`src/lmd_pkg.sv`:
```
package lmd_pkg;

   // ***************************************************
   // timing
   // ***************************************************
   localparam int CLK_HZ        = 25_000_000;
   localparam int CLK_NS        = 40;
   localparam int CLK_KHZ       = CLK_HZ / 1000;
   localparam int SCAN_NS_45    = 1_953_120;
   localparam int SCAN_NS_35    = 1_562_500;
   localparam int DIG_ON_NS     = 390_600;
   localparam int DIG_ON_CYC    = DIG_ON_NS / CLK_NS;
   localparam int BLANK_NS      = 4_000;
   localparam int BLANK_CYC     = (BLANK_NS + CLK_NS - 1) / CLK_NS;
   localparam int UPDATE_MHZ    = 2_500;
   localparam int UPDATE_CYC    = (CLK_HZ / UPDATE_MHZ) * 1000;
   localparam int REF_WAIT_MS   = 6_000;
   localparam int REF_WAIT_CYC  = REF_WAIT_MS * CLK_KHZ;
   localparam int CAL_MS        = 2_000;
   localparam int CAL_CYC       = CAL_MS * CLK_KHZ;
   localparam int FRESET_CYC    = 16;

   // ***************************************************
   // widths and pin indices of the synchroniser bank
   // ***************************************************
   localparam int CNT_W   = 16;
   localparam int TMR_W   = 28;
   localparam int SLOT_W  = 14;
   localparam int PIN_N   = 9;
   localparam int P_HOLD  = 0;
   localparam int P_PEAK  = 1;
   localparam int P_PEN   = 2;
   localparam int P_PHI   = 3;
   localparam int P_PLO   = 4;
   localparam int P_DEN   = 5;
   localparam int P_REFS  = 6;
   localparam int P_RNG   = 7;
   localparam int P_REFOK = 8;

   // ***************************************************
   // segment patterns, bit order {dp,g,f,e,d,c,b,a}
   // ***************************************************
   localparam logic [7:0] SEG_NUM [10] = '{8'h3f, 8'h06, 8'h5b, 8'h4f,
      8'h66, 8'h6d, 8'h7d, 8'h07, 8'h7f, 8'h6f};
   localparam logic [7:0] SEG_ONE   = 8'h06;
   localparam logic [7:0] SEG_MINUS = 8'h40;
   localparam logic [7:0] SEG_POINT = 8'h80;

   typedef enum logic [1:0] {
      SEQ_FRESET  = 2'b00,
      SEQ_REFWAIT = 2'b01,
      SEQ_CAL     = 2'b10,
      SEQ_RUN     = 2'b11
   } lmd_seq_t;

endpackage : lmd_pkg

```
`src/lmd_scanner.sv`:
```
`timescale 1ns/1ns
// Function
// - hold shows held value, else peak shows peak, else latest result
// - displayed value is refreshed at 2.5 Hz
// - only one digit cathode active; segments carry that digit's pattern
// - full scan repeats every 1.9531 ms (4.5 digit) or 1.5625 ms
// - each digit on one fifth or one quarter of scan, 390.6 us
// - segment, point and digit outputs blanked about 4 us between digits
// - 4.5 digit: point off unless enabled; select places point 1..4
// - 3.5 digit: select 00,01,10,11 gives one, two, none, three places
// - leading zeros left of the digit before the point are blanked
// - overrange shows lone 1, underrange shows minus and 1
// - segment outputs shared by all digits; one digit output per position
// - reference select high means internal, low external reference
// - range select low gives 2 V scale, high gives 200 mV scale
// - filter and modulator reset at power-up before any result
// - 4.5 digit waits up to 6 s for reference, showing its level
// - 4.5 digit calibrates offset about 2 s before conversions start
// - offset calibration requested within every conversion cycle
// - peak mode keeps value and replaces it only with larger results
// - peak input low clears stored peak and leaves peak mode
// - display enable low turns all driver outputs off
module lmd_scanner
   import lmd_pkg::*;
#(
   parameter bit VARIANT_45 = 1'b1,
   parameter int ON_CYC     = DIG_ON_CYC,
   parameter int UPD_CYC    = UPDATE_CYC,
   parameter int REF_CYC    = REF_WAIT_CYC,
   parameter int CALIB_CYC  = CAL_CYC
) (
   // clock and reset
   input  wire logic                    SYS_CLK_I,
   input  wire logic                    RST_I,
   // mode and format pins
   input  wire logic                    HOLD_I,
   input  wire logic                    PEAK_I,
   input  wire logic                    POINT_ENABLE_I,
   input  wire logic                    POINT_SELECT_HI_I,
   input  wire logic                    POINT_SELECT_LO_I,
   input  wire logic                    DISPLAY_ENABLE_I,
   input  wire logic                    INTERNAL_REF_SELECT_I,
   input  wire logic                    RANGE_SELECT_I,
   // from the converter core
   input  wire logic                    REF_VALID_I,
   input  wire logic signed [CNT_W-1:0] REF_LEVEL_I,
   input  wire logic signed [CNT_W-1:0] RESULT_I,
   input  wire logic                    RESULT_OVER_I,
   input  wire logic                    RESULT_UNDER_I,
   input  wire logic                    RESULT_VALID_I,
   // to the converter core
   output logic                         FILTER_RESET_O,
   output logic                         CALIBRATING_O,
   output logic                         CONVERT_ENABLE_O,
   output logic                         OFFSET_CAL_O,
   output logic                         REF_INTERNAL_O,
   output logic                         RANGE_NARROW_O,
   // display drivers
   output logic [6:0]                   SEGMENT_OUT_O,
   output logic                         SEGMENT_POINT_OUT_O,
   output logic [4:0]                   DIGIT_OUT_O
);

   localparam logic [2:0] NDIG = VARIANT_45 ? 3'd5 : 3'd4;

   typedef struct packed {
      logic [PIN_N-1:0]       sync1;
      logic [PIN_N-1:0]       sync2;
      logic                   hold_q;
      lmd_seq_t               seq;
      logic [TMR_W-1:0]       seq_tmr;
      logic signed [CNT_W-1:0] latest;
      logic [1:0]             latest_f;
      logic signed [CNT_W-1:0] held;
      logic [1:0]             held_f;
      logic signed [CNT_W-1:0] peak;
      logic [1:0]             peak_f;
      logic                   peak_valid;
      logic [TMR_W-1:0]       upd_tmr;
      logic                   upd_pend;
      logic [2:0]             dig;
      logic [SLOT_W-1:0]      slot_tmr;
      logic [4:0][7:0]        frame;
      logic [7:0]             seg;
      logic [4:0]             digit;
      logic                   freset;
      logic                   conv;
      logic                   cal;
      logic                   ocal;
   } lmd_state_t;

   lmd_state_t st;
   lmd_state_t next_st;

   // ***************************************************
   // helpers
   // ***************************************************
   function automatic logic [19:0] to_bcd(input logic [16:0] bin);
      logic [19:0] bcd;
      bcd = '0;
      for (int i = 16; i >= 0; i--) begin
         for (int n = 0; n < 5; n++) begin
            if (bcd[n*4 +: 4] > 4'd4) begin
               bcd[n*4 +: 4] = bcd[n*4 +: 4] + 4'd3;
            end
         end
         bcd = {bcd[18:0], bin[i]};
      end
      return bcd;
   endfunction : to_bcd

   // decimal places to the right of the point
   function automatic logic [2:0] dp_places(input logic en, input logic hi,
                                             input logic lo);
      if (VARIANT_45) begin
         return en ? {1'b0, hi, lo} + 3'd1 : 3'd0;
      end
      unique case ({hi, lo})
         2'b00:   return 3'd1;
         2'b01:   return 3'd2;
         2'b10:   return 3'd0;
         2'b11:   return 3'd3;
      endcase
   endfunction : dp_places

   // overrange ranks above every count, underrange below
   function automatic logic signed [CNT_W:0] rank(
      input logic signed [CNT_W-1:0] v, input logic [1:0] f);
      if (f[1]) begin
         return {2'b01, {(CNT_W-1){1'b1}}};
      end
      if (f[0]) begin
         return {2'b10, {(CNT_W-1){1'b0}}};
      end
      return {v[CNT_W-1], v};
   endfunction : rank

   function automatic logic [4:0][7:0] format(
      input logic signed [CNT_W-1:0] v, input logic [1:0] f,
      input logic [2:0] dp);
      logic [4:0][7:0] fr;
      logic [16:0]     mag;
      logic [19:0]     bcd;
      logic [3:0]      d;
      logic            lead;
      int              p;
      fr   = '0;
      mag  = v[CNT_W-1] ? 17'(-{v[CNT_W-1], v}) : 17'({1'b0, v});
      bcd  = to_bcd(mag);
      lead = 1'b1;
      for (int i = 0; i < 5; i++) begin
         p = int'(NDIG) - 1 - i;
         d = (p >= 0) ? bcd[p*4 +: 4] : 4'd0;
         if (p >= 0) begin
            if (lead && d == 4'd0 && p > int'(dp)) begin
               fr[i] = 8'h00;
            end else begin
               lead  = 1'b0;
               fr[i] = (i != 0) ? SEG_NUM[d] :
                       (d != 4'd0) ? SEG_ONE : 8'h00;
            end
            if (dp != 3'd0 && p == int'(dp)) begin
               fr[i] = fr[i] | SEG_POINT;
            end
         end
      end
      if (v[CNT_W-1]) begin
         fr[0] = fr[0] | SEG_MINUS;
      end
      if (f[1]) begin
         fr    = '0;
         fr[0] = SEG_ONE;
      end else if (f[0]) begin
         fr    = '0;
         fr[0] = SEG_ONE | SEG_MINUS;
      end
      return fr;
   endfunction : format

   // ***************************************************
   // next state
   // ***************************************************
   logic                    hold_s;
   logic                    peak_s;
   logic                    take;
   logic                    slot_end;
   logic                    scan_end;
   logic signed [CNT_W-1:0] shown;
   logic [1:0]              shown_f;

   assign hold_s   = st.sync2[P_HOLD];
   assign peak_s   = st.sync2[P_PEAK];
   assign take     = RESULT_VALID_I && st.conv;
   assign slot_end = st.slot_tmr == SLOT_W'(ON_CYC - 1);
   assign scan_end = slot_end && st.dig == NDIG - 3'd1;

   always_comb begin
      next_st       = st;
      next_st.sync1 = {REF_VALID_I, RANGE_SELECT_I, INTERNAL_REF_SELECT_I,
                       DISPLAY_ENABLE_I, POINT_SELECT_LO_I, POINT_SELECT_HI_I,
                       POINT_ENABLE_I, PEAK_I, HOLD_I};
      next_st.sync2 = st.sync1;
      next_st.hold_q = hold_s;

      // power-up sequence
      next_st.seq_tmr = st.seq_tmr + TMR_W'(1);
      unique case (st.seq)
         SEQ_FRESET: begin
            if (st.seq_tmr == TMR_W'(FRESET_CYC - 1)) begin
               next_st.seq     = VARIANT_45 ? SEQ_REFWAIT : SEQ_RUN;
               next_st.seq_tmr = '0;
            end
         end
         SEQ_REFWAIT: begin
            if (st.sync2[P_REFOK] ||
                st.seq_tmr == TMR_W'(REF_CYC - 1)) begin
               next_st.seq     = SEQ_CAL;
               next_st.seq_tmr = '0;
            end
         end
         SEQ_CAL: begin
            if (st.seq_tmr == TMR_W'(CALIB_CYC - 1)) begin
               next_st.seq     = SEQ_RUN;
               next_st.seq_tmr = '0;
            end
         end
         SEQ_RUN: begin
            next_st.seq_tmr = '0;
         end
      endcase
      next_st.freset = next_st.seq == SEQ_FRESET;
      next_st.cal    = next_st.seq == SEQ_CAL;
      next_st.conv   = next_st.seq == SEQ_RUN;
      next_st.ocal   = take;

      // value sources
      if (take) begin
         next_st.latest   = RESULT_I;
         next_st.latest_f = {RESULT_OVER_I, RESULT_UNDER_I};
      end
      if (!peak_s) begin
         next_st.peak_valid = 1'b0;
      end else if (take && (!st.peak_valid ||
               rank(RESULT_I, {RESULT_OVER_I, RESULT_UNDER_I}) >
               rank(st.peak, st.peak_f))) begin
         next_st.peak       = RESULT_I;
         next_st.peak_f     = {RESULT_OVER_I, RESULT_UNDER_I};
         next_st.peak_valid = 1'b1;
      end
      if (hold_s && !st.hold_q) begin
         next_st.held   = (peak_s && st.peak_valid) ? st.peak : st.latest;
         next_st.held_f = (peak_s && st.peak_valid) ? st.peak_f
                                                     : st.latest_f;
      end

      // selection by priority
      if (st.seq == SEQ_REFWAIT) begin
         shown   = REF_LEVEL_I;
         shown_f = 2'b00;
      end else if (hold_s) begin
         shown   = st.held;
         shown_f = st.held_f;
      end else if (peak_s && st.peak_valid) begin
         shown   = st.peak;
         shown_f = st.peak_f;
      end else begin
         shown   = st.latest;
         shown_f = st.latest_f;
      end

      // refresh tick, taken at the end of a full scan
      next_st.upd_tmr = st.upd_tmr + TMR_W'(1);
      next_st.upd_pend = st.upd_pend & ~scan_end;
      if (st.upd_tmr == TMR_W'(UPD_CYC - 1)) begin
         next_st.upd_tmr  = '0;
         next_st.upd_pend = 1'b1;
      end
      if (scan_end && st.upd_pend) begin
         next_st.frame = format(shown, shown_f,
            dp_places(st.sync2[P_PEN], st.sync2[P_PHI], st.sync2[P_PLO]));
      end

      // digit scan
      next_st.slot_tmr = st.slot_tmr + SLOT_W'(1);
      if (slot_end) begin
         next_st.slot_tmr = '0;
         next_st.dig = scan_end ? 3'd0 : st.dig + 3'd1;
      end
      if (st.sync2[P_DEN] &&
          st.slot_tmr >= SLOT_W'(BLANK_CYC)) begin
         next_st.digit = 5'(5'd1 << st.dig);
         next_st.seg   = st.frame[st.dig];
      end else begin
         next_st.digit = '0;
         next_st.seg   = '0;
      end
   end

   always_ff @(posedge SYS_CLK_I or posedge RST_I) begin
      if (RST_I) begin
         st        <= '0;
         st.seq    <= SEQ_FRESET;
         st.freset <= 1'b1;
      end else begin
         st <= next_st;
      end
   end

   // ***************************************************
   // outputs
   // ***************************************************
   assign FILTER_RESET_O      = st.freset;
   assign CALIBRATING_O       = st.cal;
   assign CONVERT_ENABLE_O    = st.conv;
   assign OFFSET_CAL_O        = st.ocal;
   assign REF_INTERNAL_O      = st.sync2[P_REFS];
   assign RANGE_NARROW_O      = st.sync2[P_RNG];
   assign SEGMENT_OUT_O       = st.seg[6:0];
   assign SEGMENT_POINT_OUT_O = st.seg[7];
   assign DIGIT_OUT_O         = st.digit;
endmodule : lmd_scanner
```
`config.mk`:
```
export PLATFORM = sky130hd
export DESIGN_NAME = lmd_scanner
export DESIGN_NICKNAME = d
export VERILOG_FILES = /design/src/lmd_pkg.sv /design/src/lmd_scanner.sv
export SDC_FILE = /design/constraint.sdc
export NUM_CORES = 1
export LEC_CHECK = 0
export BUFFER_PORTS_ARGS = -buffer_cell sky130_fd_sc_hd__buf_2
export CORE_MARGIN = 4
export CORE_UTILIZATION = 60
export CTS_BUF_LIST = sky130_fd_sc_hd__clkbuf_4 sky130_fd_sc_hd__clkbuf_8
export CTS_CLUSTER_SIZE = 12
export DETAILED_ROUTE_END_ITERATION = 10
export PLACE_DENSITY = 0.79
export REMOVE_ABC_BUFFERS = 1
export SKIP_LAST_GASP = 1
export SLEW_MARGIN = 10
export SYNTH_ARGS = -nofsm -noshare
export SYNTH_HDL_FRONTEND = slang
export SYNTH_SLANG_ARGS = --single-unit
export TNS_END_PERCENT = 10
```
`constraint.sdc`:
```
create_clock -name SYS_CLK_I -period 15.4 [get_ports SYS_CLK_I]
set_input_delay 3.08 -clock SYS_CLK_I [delete_from_list [all_inputs] [get_ports SYS_CLK_I]]
set_output_delay 3.08 -clock SYS_CLK_I [all_outputs]
set_load 0.02 [all_outputs]
```
==> results_dict.tcl <==
set metrics [dict create \
    status "complete, no violations" \
    slowest_delay_ps 510 \
    overflow 0 \
    placed_cell_area_sq_um 18300 \
    via_per_inst 6.33 \
    final_max_slew_viol_count 0 \
    fin_crit_sh_pct 95.8 \
    criticalPathCategory "input port to register" \
    synth_largest_area_cell "dfrtp_1" \
    worstMarginPinSlew_ps 1130 \
    synth.ff_latch_count 201 \
    synth_top_area_share_pct 28.3 \
    io_buffers 64 \
    antenna_left 0 \
    place_ws_ps -404 \
    hold_ws_ps 345 \
    worst_r2r_startpoint "st[103]" \
    gp_congestion 0.969 \
    vias 15700 \
    fin_ws_ps 640 \
    cap_violations 0 \
    crit_slowest_cell "or4b_1" \
    synth_area_leaders "dfrtp_1, ha_1, nor2_1" \
    synthFlopType "dfrtp_1" \
    async_reset_ff_share_pct 100 \
    finalNetCount 2222 \
    syn_avg_cell_area_sq_um 8.77 \
    ys_seq_area_share_pct 28.5 \
    slew_headroom_pct 24.7 \
    rows 62 \
    synth-edff-count 0 \
    ctsHoldBuffers 0 \
    synth_common_cells "dfrtp_1, nor2_1, nand2_1" \
    totalWireLength_mm 42.6 \
    cts_max_path_buffers 3 \
    grtUsageTotal_pct 24.9 \
    synth_cell_types 138 \
    skew_ps 23.5 \
    crit_path_end_kind "register" \
    hold_end "RANGE_NARROW_O" \
    dp_hpwl_mm 31.0 \
    required_ps 15850 \
    io_pins 65 \
    cp-start-kind "input port" \
    finalSetupTns_ps 0 \
    hold_path.class "register to register" \
    drive_above_1_share_pct 18.6 \
    postSynthCellCount 2013 \
    final_cell_area_sq_um 19200 \
    reg2regPathDepth 61 \
    h-tree-depth 1 \
    die-area_sq_um 32200 \
    drcViolationCount 0 \
    grt_pass1_vias 15000 \
    cts-root-buf "clkbuf_8" \
    cts_tree "yes" \
    crit_fanout 11 \
    hp-start "next_st[196]" \
    synth.most_common_cell "dfrtp_1" \
    reg2reg_slack_ps 1710 \
    yosys_warnings 0 \
    routedWlPerCell_microns 17.1 \
    finalSetupViolations 0 \
    grt_pass1_wl_mm 71.2 \
    drt_iter0_markers 1270 \
    insertion_delay_ps 570 \
    cts_sinks 201 \
    dieHeight_microns 180 \
    holdPathStages 0 \
    diodes 0 \
    syn_to_final_growth_pct 8.93 \
    die_x_microns 180 \
    antenna_found_initial 0 \
    numCtsBuffers 30 \
    max_freq_mhz 67.7 \
    synthesis.area_sq_um 17700 \
    finalHoldViolations 0 \
    grt_max_degree 123 \
    crit_arrival_ps 15210 \
    path_common_cell "ha_1" \
    start_util_pct 61.2 \
    cts.clk_slew.worst_paths_ps 70 \
    dr.pass1.iters 6 \
    core_sq_um 28900 \
    r2r_end "st[43]" \
    post-route-min-period_ps 14760 \
]
[worst max-delay path, delay by kind of cell]
kind                       cells  cell delay (ps)
muxes                          1              270
xor gates and xnor gates       4              830
buffers and inverters          7              840
AOI/OAI and AO/OA             25             4920
adders and majority gates      9             2250
and+or+nand+nor               13             3050
[layout make-up]
type	instances	area, sq um
clock buffers	37	478
multi-input cells	1663	12100
inverters	72	278
fillers	2338	9620
flip-flops and latches	201	5030
repair buffers	111	673
well taps	384	480
clock inverters	17	176
[how the worst max path moves through the flow]
stage	from	endpoint	slack [ps]	cells after the start
after CTS	REF_LEVEL_I[0]	st[43]	130	57
after detailed placement	REF_LEVEL_I[0]	st[43]	-400	57
after floorplan	REF_LEVEL_I[0]	st[42]	-140	55
after global placement	REF_LEVEL_I[0]	st[44]	-40	57
final	REF_LEVEL_I[14]	st[43]	640	59
after global routing	REF_LEVEL_I[14]	st[47]	-120	60
[cell usage in the layout (no fill, tap or decap), types with 14 or more instances in the layout]
cell / Yosys / final
dfrtp_1: 200 / 200
nor2_1: 194 / 193
nand2_1: 171 / 171
a21oi_1: 110 / 109
ha_1: 97 / 93
o21ai_0: 88 / 86
nand3_1: 74 / 73
inv_1: 68 / 67
buf_2: 16 / 64
xnor2_1: 57 / 54
mux2i_1: 55 / 51
nor3_1: 49 / 47
mux2_2: 48 / 47
buf_4: 20 / 47
and3_1: 40 / 40
xor2_1: 40 / 39
a21o_1: 33 / 33
clkbuf_8: 0 / 32
nand2b_1: 31 / 31
nand4_1: 28 / 28
a211oi_1: 28 / 27
and2_1: 25 / 25
a31oi_1: 26 / 25
o21a_1: 23 / 23
o211ai_1: 20 / 20
nor4_1: 20 / 18
conb_1: 1 / 18
a22o_1: 17 / 17
o21ai_2: 14 / 14
[sequential cells by signal (all words and copies together), names as in the netlist, 5 cells and up]
signal / count
DIGIT_OUT_O: 5
SEGMENT_OUT_O: 7
st: 171
next_st: 9
[stage by stage]
step           utilization [%]  std cells
2_1_floorplan                -       1936
3_3_place_gp              63.4       2426
3_5_place_dp              63.4       2426
4_1_cts                   65.7       2480
5_1_grt                   66.7       2485
6_report                  66.7       2485
[repair_timing]
action	in CTS	in global routing
setup buffers	0	5
endpoints found under the hold margin	0	0
gates resized for setup	0	42
endpoints found under the setup margin	0	23
[kinds of logic (layout without fill, tap and decap cells)]
logic type,count (synthesis),in the layout,share of synthesized area (%)
compound gates,593,593,26.0
xor+xnor,104,104,5.53
fa+ha+maj,98,98,6.93
buf+inv,166,237,4.62
flops,201,201,28.5
mux,116,116,7.34
other cells,1,18,0.0212
simple gates,734,734,21.1
[layer usage]
layer / global-route usage [%] / part of all wire (%)
met5: 0 / 0
met1: 35.0 / 45
met3: 2.51 / 4.8
met2: 41.9 / 48
met4: 5.70 / 1.9
Power is left out: the tool's default activity adds up to more than one toggle a clock period on the data nets, which glitch-free logic cannot reach.
